**src/rtl/host_port_pkg.sv**
```systemverilog
/*
 * Constants and carrier types for the parallel host port of the converter.
 * Assumes one 250 MHz system clock; all pins sampled synchronously.
 */
package host_port_pkg;
	localparam int DATA_W = 12;
	localparam int RESULT_W = 12;
	localparam int CHAN_W = 3;
	localparam int CONV_CYCLES = 13;
	localparam int TAIL_NS = 8;
	localparam int CLK_NS = 4;
	localparam int TAIL_CYCLES = (TAIL_NS + CLK_NS - 1) / CLK_NS;
	localparam int LOW_BYTE_W = 8;
	localparam int HIGH_NIBBLE_W = 4;
	localparam int CHAN_ID_LSB = 4;
	localparam int TEN_BIT_PAD = 2;
	localparam logic [11:0] CTRL_RST = 12'h000;
	localparam logic [11:0] SHADOW_RST = 12'h000;

	typedef struct packed {
		logic cs_n;
		logic rd_n;
		logic wr_n;
		logic word_mode;
		logic [DATA_W-1:0] data_in;
	} bus_in_t;

	typedef struct packed {
		logic [DATA_W-1:0] data_out;
		logic [DATA_W-1:0] data_oe;
	} bus_out_t;

	typedef struct packed {
		logic [RESULT_W-1:0] result;
		logic [CHAN_W-1:0] chan;
	} sample_t;
endpackage

```
**src/rtl/adc_parallel_host_port.sv**
```systemverilog
/*
 * Parallel host port: read of the conversion result in word or byte mode,
 * writes to control and shadow registers, busy and conversion handshake.
 * Assumes all pins synchronous to i_clk; data pins split into in/out/enable.
 */
// Contract
// Data pins float except during result reads
// Ten-bit words put zero on lines 0-1
// Word mode makes shared pin data bit 8
// Byte mode, enable low moves low byte
// Enable high moves top nibble on lines 0-3
// High-byte read shows channel id lines 4-6
// Host writes zero on lines 4-7 high byte
// Ten-bit low byte zeroes two lowest lines
// Lines 9-11 used only in word mode
// Busy rises after start falling edge
// Busy falls once result is loaded; the code drops busy one clock before the result register loads
// Tracking resumes on thirteenth clock edge
// Conversion takes thirteen clocks plus tail
// Free-running or burst master clock works
// Start falling edge switches to hold
// Start rising edge powers up after sleep
// Write strobe with select loads register
// Read strobe with select drives result
// Host asserts select with every strobe
`timescale 1ns/10ps
module adc_parallel_host_port
	import host_port_pkg::*;
#(
	parameter int RES_BITS = 12
)
(
	input wire logic i_clk,
	input wire logic i_rst,
	input wire logic i_cs_n,
	input wire logic i_rd_n,
	input wire logic i_wr_n,
	input wire logic i_word_mode,
	input wire logic [7:0] i_data_lines_low,
	input wire logic i_shared_bit8_or_upper_enable,
	input wire logic [2:0] i_data_lines_upper,
	input wire logic i_conversion_start_n,
	input wire logic i_master_clock_in,
	input wire logic [RESULT_W-1:0] i_conv_result,
	input wire logic [CHAN_W-1:0] i_conv_chan,
	input wire logic i_auto_sleep,
	output logic [7:0] o_data_lines_low,
	output logic [7:0] o_data_lines_low_oe,
	output logic o_shared_bit8,
	output logic o_shared_bit8_oe,
	output logic [2:0] o_data_lines_upper,
	output logic [2:0] o_data_lines_upper_oe,
	output logic o_busy,
	output logic o_track_hold,
	output logic o_powered,
	output logic [11:0] o_control,
	output logic [11:0] o_shadow,
	output logic o_ctrl_write
);
	initial
	begin
		if (RES_BITS != 12 && RES_BITS != 10)
			$error("RES_BITS must be 10 or 12");
	end

	typedef struct packed {
		logic [11:0] result;
		logic [CHAN_W-1:0] chan;
		logic [11:0] control;
		logic [11:0] shadow;
		logic [11:0] wr_word;
		logic low_pending;
		logic wr_q;
		logic rd_q;
		logic [11:0] dout;
		logic [11:0] doe;
		logic strobe;
	} port_t;
	port_t st_ff, nxt_st;

	bus_in_t bus_in;
	sample_t raw_sample;
	sample_t loaded;
	logic load;
	logic upper_en;
	logic [11:0] rd_word;
	logic [11:0] wr_assembled;

	assign bus_in = '{cs_n: i_cs_n, rd_n: i_rd_n, wr_n: i_wr_n, word_mode: i_word_mode,
		data_in: {i_data_lines_upper, i_shared_bit8_or_upper_enable, i_data_lines_low}};
	assign raw_sample = '{result: i_conv_result, chan: i_conv_chan};
	// In byte mode the shared pin is an input only: the upper byte enable
	assign upper_en = !bus_in.word_mode && i_shared_bit8_or_upper_enable;

	conv_sequencer u_seq (
		.i_clk(i_clk),
		.i_rst(i_rst),
		.i_conversion_start_n(i_conversion_start_n),
		.i_master_clock_in(i_master_clock_in),
		.i_sample(raw_sample),
		.i_auto_sleep(i_auto_sleep),
		.o_busy(o_busy),
		.o_hold(o_track_hold),
		.o_powered(o_powered),
		.o_load(load),
		.o_loaded(loaded)
	);

	always_comb
	begin
		rd_word = st_ff.result;
		// Ten-bit parts carry the LSB on line 2 with two zero pads below
		if (RES_BITS == 10)
			rd_word = {st_ff.result[11:TEN_BIT_PAD], 2'b00};
	end

	always_comb
	begin
		wr_assembled = bus_in.data_in;
		if (!bus_in.word_mode)
		begin
			// Upper nibble uses lines 0-3; lines 4-7 are expected zero and dropped
			if (upper_en)
				wr_assembled = {bus_in.data_in[3:0], st_ff.wr_word[7:0]};
			else
				wr_assembled = {st_ff.wr_word[11:8], bus_in.data_in[7:0]};
		end
	end

	always_comb
	begin
		nxt_st = st_ff;
		nxt_st.wr_q = bus_in.wr_n;
		nxt_st.rd_q = bus_in.rd_n;
		nxt_st.strobe = 1'b0;
		if (load)
		begin
			nxt_st.result = loaded.result;
			nxt_st.chan = loaded.chan;
		end
		// Host is trusted to frame every strobe with select
		if (!bus_in.cs_n && !bus_in.rd_n)
		begin
			if (bus_in.word_mode)
			begin
				nxt_st.dout = rd_word;
				nxt_st.doe = 12'hfff;
			end
			else if (upper_en)
			begin
				nxt_st.dout = {4'h0, 1'b0, st_ff.chan, rd_word[11:8]};
				nxt_st.doe = 12'h0ff;
			end
			else
			begin
				nxt_st.dout = {4'h0, rd_word[7:0]};
				nxt_st.doe = 12'h0ff;
			end
		end
		else
		begin
			nxt_st.doe = 12'h000;
		end
		// Capture on the rising edge of the write strobe, when data is settled
		if (!bus_in.cs_n && bus_in.wr_n && !st_ff.wr_q)
		begin
			nxt_st.wr_word = wr_assembled;
			// Byte mode: the low byte is staged until its upper nibble arrives
			if (!bus_in.word_mode && !upper_en)
				nxt_st.low_pending = 1'b1;
			else
			begin
				nxt_st.low_pending = 1'b0;
				nxt_st.strobe = 1'b1;
				// Top bit steers the word to control or shadow storage
				if (wr_assembled[11])
					nxt_st.control = wr_assembled;
				else
					nxt_st.shadow = wr_assembled;
			end
		end
	end

	always_ff @(posedge i_clk or posedge i_rst)
	begin
		if (i_rst)
			st_ff <= '{result: '0, chan: '0, control: CTRL_RST, shadow: SHADOW_RST,
				wr_word: 12'h000, low_pending: 1'b0, wr_q: 1'b1, rd_q: 1'b1,
				dout: 12'h000, doe: 12'h000, strobe: 1'b0};
		else
			st_ff <= nxt_st;
	end

	assign o_data_lines_low = st_ff.dout[7:0];
	assign o_data_lines_low_oe = st_ff.doe[7:0];
	assign o_shared_bit8 = st_ff.dout[8];
	assign o_shared_bit8_oe = st_ff.doe[8] && i_word_mode;
	assign o_data_lines_upper = st_ff.dout[11:9];
	assign o_data_lines_upper_oe = st_ff.doe[11:9];
	assign o_control = st_ff.control;
	assign o_shadow = st_ff.shadow;
	assign o_ctrl_write = st_ff.strobe;
endmodule // adc_parallel_host_port

```
**src/rtl/conv_sequencer.sv**
```systemverilog
/*
 * Conversion timing: counts master clock rising edges after the start edge,
 * releases hold on the 13th, then loads the result and drops busy.
 * Assumes the master clock pin is sampled in the system clock domain.
 */
`timescale 1ns/10ps
module conv_sequencer
	import host_port_pkg::*;
(
	input wire logic i_clk,
	input wire logic i_rst,
	input wire logic i_conversion_start_n,
	input wire logic i_master_clock_in,
	input wire sample_t i_sample,
	input wire logic i_auto_sleep,
	output logic o_busy,
	output logic o_hold,
	output logic o_powered,
	output logic o_load,
	output sample_t o_loaded
);
	typedef enum logic [1:0] {IDLE, CONVERT, TAIL} conv_state_t;
	typedef struct packed {
		conv_state_t state;
		logic [4:0] edges;
		logic [3:0] tail;
		logic start_q;
		logic mclk_q;
		logic busy;
		logic hold;
		logic powered;
		logic load;
		sample_t sample;
	} seq_t;
	seq_t st_ff, nxt_st;

	always_comb
	begin
		nxt_st = st_ff;
		nxt_st.start_q = i_conversion_start_n;
		nxt_st.mclk_q = i_master_clock_in;
		nxt_st.load = 1'b0;
		// A rising start edge wakes the core out of auto power-down
		if (i_conversion_start_n && !st_ff.start_q)
			nxt_st.powered = 1'b1;
		case (st_ff.state)
			IDLE:
			begin
				if (!i_conversion_start_n && st_ff.start_q && st_ff.powered)
				begin
					nxt_st.state = CONVERT;
					nxt_st.hold = 1'b1;
					nxt_st.busy = 1'b1;
					nxt_st.edges = 5'h00;
					nxt_st.sample = i_sample;
				end
			end
			CONVERT:
			begin
				// Bursty clock only advances on edges seen, so gaps just stretch time
				if (i_master_clock_in && !st_ff.mclk_q)
				begin
					nxt_st.edges = st_ff.edges + 5'h01;
					if (st_ff.edges == 5'(CONV_CYCLES - 1))
					begin
						nxt_st.hold = 1'b0;
						nxt_st.state = TAIL;
						nxt_st.tail = 4'(TAIL_CYCLES);
					end
				end
			end
			TAIL:
			begin
				if (st_ff.tail == 4'h1)
				begin
					nxt_st.load = 1'b1;
					nxt_st.busy = 1'b0;
					nxt_st.state = IDLE;
					if (i_auto_sleep)
						nxt_st.powered = 1'b0;
				end
				nxt_st.tail = st_ff.tail - 4'h1;
			end
			default:
				nxt_st.state = IDLE;
		endcase
	end

	always_ff @(posedge i_clk or posedge i_rst)
	begin
		if (i_rst)
			st_ff <= '{state: IDLE, edges: 5'h00, tail: 4'h0, start_q: 1'b1,
				mclk_q: 1'b0, busy: 1'b0, hold: 1'b0, powered: 1'b1,
				load: 1'b0, sample: '0};
		else
			st_ff <= nxt_st;
	end

	assign o_busy = st_ff.busy;
	assign o_hold = st_ff.hold;
	assign o_powered = st_ff.powered;
	assign o_load = st_ff.load;
	assign o_loaded = st_ff.sample;
endmodule // conv_sequencer

```
**config.mk**
```make
export PLATFORM = sky130hd
export DESIGN_NAME = adc_parallel_host_port
export DESIGN_NICKNAME = d
export VERILOG_FILES = /design/src/rtl/host_port_pkg.sv /design/src/rtl/adc_parallel_host_port.sv /design/src/rtl/conv_sequencer.sv
export SDC_FILE = /design/constraint.sdc
export NUM_CORES = 1
export LEC_CHECK = 0
export BUFFER_PORTS_ARGS = -buffer_cell sky130_fd_sc_hd__buf_2
export CELL_PAD_IN_SITES_DETAIL_PLACEMENT = 0
export CELL_PAD_IN_SITES_GLOBAL_PLACEMENT = 1
export CORE_UTILIZATION = 35
export DETAILED_ROUTE_END_ITERATION = 8
export MAX_ROUTING_LAYER = met4
export PLACE_DENSITY = 0.67
export SYNTH_ARGS = -nofsm -noshare
export SYNTH_HDL_FRONTEND = slang
export SYNTH_HIERARCHICAL = 1
export SYNTH_SLANG_ARGS = --single-unit
```
**constraint.sdc**
```tcl
create_clock -name i_clk -period 3.1 [get_ports i_clk]
set_clock_uncertainty 0.05 [all_clocks]
set_input_delay 0.775 -clock i_clk [delete_from_list [all_inputs] [get_ports i_clk]]
set_output_delay 0.775 -clock i_clk [all_outputs]
set_load 0.05 [all_outputs]
```
==> summary.txt <==
Detailed routing
  • 1st-iter DRT viols: 154
  • Post-route ant nets: 0
  • Vias per std cell: 4.49
  • DRC violations left: 0
  • Vias: 2548
  • DR WL/cell: about 14 um
  • TritonRoute pass-1 iters: 4
  • Drt total wl: ~8100 um

CTS
  • CTS Buffer Depth: 2
  • CTS tree: yes
  • Worst skew pair latency: around 340 ps
  • Worst-path clk slew: about 70 ps
  • Post-CTS setup buffers: 0
  • H-tree levels: 3
  • Sink Count: just under 100
  • CTS buffer count: 9
  • Hold-fix buffers, CTS: 0
  • Cts repair resizes: 0
  • CTS root buf: clkbuf_16

Worst setup path
  • Critical path, cell by cell: buf_2 > and2_1 > buf_2
  • Crit. End Element: output pin
  • FF-to-FF setup slack: approximately 1100 ps
  • Worst R2R Path Depth: 3
  • Crit Path Class: in -> out
  • CP Data Required Time: 2270 ps
  • Critical path depth: 3
  • Crit start category: primary input
  • Crit path max-delay family: buffers and inverters
  • Slowest CP cell: buf_2
  • CP max stage delay: roughly 250 ps
  • CP dominant cell by count: buf_2
  • Worst-path maximum fanout: 17
  • CP arrival: approximately 1400 ps
  • CP bufs+invs: 2

STA
  • Minimum clock period: 2250 ps
  • Fmax: between 400 and 500 MHz
  • Final hold violation count: 0
  • Slew Limit Fails: 0
  • Slew headroom: 0.387
  • Post-route clock period utilization: 0.727
  • Final TNS setup: 0 ps
  • RSZ-0062 raised after global routing: false
  • Worst hold margin: 412 ps
  • Worst-Margin Slew: 918 ps
  • Setup-failing EPs final: 0

Power
  • Worst vdd rail ir drop: between 200 and 250 uV
  • Leak: 2.45 nW
  • Int Pwr: 0.00260 W
  • NetSw: approximately 0.0013 W
  • Switching Fraction: 0.339
  • Clock power share: 0.288
  • Sequential share of power: 0.450
  • Logic gate share of total power: 0.262
  • Power Total: about 0.004 W
  • Pwr dens: roughly 790 mW/mm^2

Global route
  • Antenna violations before repair: 0
  • Grt total ovfl: 0
  • Largest net degree at the start of global routing: 37
  • Number of global-route vias before repair: approximately 2600
  • First-pass GRT wire length: 13300 um
  • Total Routing Usage GR: 0.136

Placed design
  • Final HPWL DP: approximately 5600 um
  • Final Wtd Congestion: between 0.7 and 0.8
  • Post-placement cell count: between 500 and 600
  • IO Port Bufs: 86

Final layout
  • N_diodes: 0
  • Share of post-route cells with drive strength above 1: 0.446
  • Final #Nets: 430
  • Synth-to-Final Area Change: 8.83%
  • Layout Cells excl Fill: roughly 570

Synth
  • Register area share after synthesis: 0.529
  • Warnings from Yosys: 6
  • Number of distinct library cells after synthesis: between 40 and 50
  • Share of the synthesized area in the top cell type: 0.512
  • Post-Syn Area: roughly 0.0046 sq mm
  • Flops & latches, synth: 97
  • Post-synth EDFFs: 0
  • Average size of a mapped cell: between 10 and 15 sq um
  • Mapped Nets: 407
  • Syn Inst Count: roughly 370
  • Asr flop ratio synth: 1.00
  • Synth area leaders: dfrtp_1 51%, mux2_2 14%, buf_4 10%, mux2i_1 2.8%, mux2_1 2.2%
  • Prevailing post-synth register cell: dfrtp_1
  • Area leader, netlist: dfrtp_1

Hold path
  • Hold depth: 1
  • Worst min path class: reg -> reg

Floorplan
  • Die Wd: about 120 um
  • Die Span Y: ~120 um
  • Std cell rows: 41
  • Boundary Pins: 88
  • Die ar.: between 0.01 and 0.015 sq mm
  • Core ar.: ~0.013 sq mm
  • Initial Utilization: 0.361

Flow run
  • Max-capacitance violation count: 0

Run status
  • Status: completed
[per-layer routing]
metal | global-route usage | vias to the layer above | wire length (um)
met5 | - | - | 0
met2 | 0.203 | 62 | 3760
met4 | 0.0523 | 0 | 102
li1 | - | 1233 | -
met3 | 0.0400 | 9 | 387
met1 | 0.174 | 1244 | 3830
[synthesized netlist by cell type, types with 5 or more instances]
master / n
inv_1: 12
nand2_1: 21
o21ai_0: 20
buf_6: 7
dfrtp_1: 94
buf_4: 61
mux2_2: 58
mux2i_1: 13
nand3_1: 7
nand3b_1: 5
mux2_1: 9
[power by group through the flow]
stage               logic [W]  clock network [W]  registers (W)
floorplan             0.00112                  0        0.00174
global placement      0.00102                  0        0.00179
detailed placement    0.00104                  0        0.00179
CTS                   0.00104            0.00117        0.00177
global route          0.00112            0.00123        0.00181
finish                0.00103            0.00113        0.00177
[area by class of cell]
type                       instances  area, sq um
fill                            1266         7720
sequential                        97         2430
multi-input combinational        182         1540
timing repair buffer              88          458
clock buffer                      11          243
tap                              172          215
clock inverter                     5         61.3
inverter                          12         45.0
[cells by family (layout without fill, tap and decap cells)]
logic type,Yosys count,in the layout,synth area share
other cells,1,1,0.000817
fa+ha+maj,4,4,0.0109
flops,97,97,0.529
simple gates,62,62,0.0837
mux,81,81,0.196
compound gates,33,33,0.0431
buf+inv,88,116,0.134
xor+xnor,1,1,0.00191
[flip-flops by register name (all words and copies together), names as in the netlist, 3 cells and up]
name and flops:
o_data_lines_upper 3, o_data_lines_low 8, rd_word 12, o_control 12, u_seq/st_ff 13, u_seq/o_loaded 15, o_shadow 11, st_ff 15
[through the flow]
step	area, sq um	utilization	worst slack (ps)
final	5000	0.393	847
after global routing	5000	0.393	791
after CTS	5000	0.393	840
after detailed placement	4690	0.369	557
after global placement	4690	0.369	576
after floorplan	4590	-	650
[worst reg2reg max path, stage by stage, from the launching register on]
cell     delay [ps]
dfstp_2         370
or3b_1          450
a21oi_2         570
mux2_2          410
[final timing paths]
| check | end | from |
|---|---|---|
| setup / recovery | o_shared_bit8_oe | i_word_mode |
| hold / removal | o_control[11]$_DFFE_PP0P_ | o_control[11]$_DFFE_PP0P_ |
| setup reg to reg | o_shadow[6]$_DFFE_PP0P_ | st_ff[26]$_DFF_PP1_ |
| hold reg to reg | o_control[11]$_DFFE_PP0P_ | o_control[11]$_DFFE_PP0P_ |
| max in group asynchronous | u_seq/o_loaded[0]$_DFFE_PP0P_ | i_rst |
| min in group asynchronous | o_shadow[4]$_DFFE_PP0P_ | i_rst |
[cells in the final DEF, fill, tap and decap left out, types with 5 or more instances in the layout]
cell,n
dfrtp_1,94
buf_2,86
mux2_2,58
nand2_1,21
o21ai_0,20
mux2i_1,13
inv_1,11
mux2_1,9
clkbuf_16,9
nand3_1,7
nand3b_1,5
Note: power is estimated with default switching activity, not from simulation.
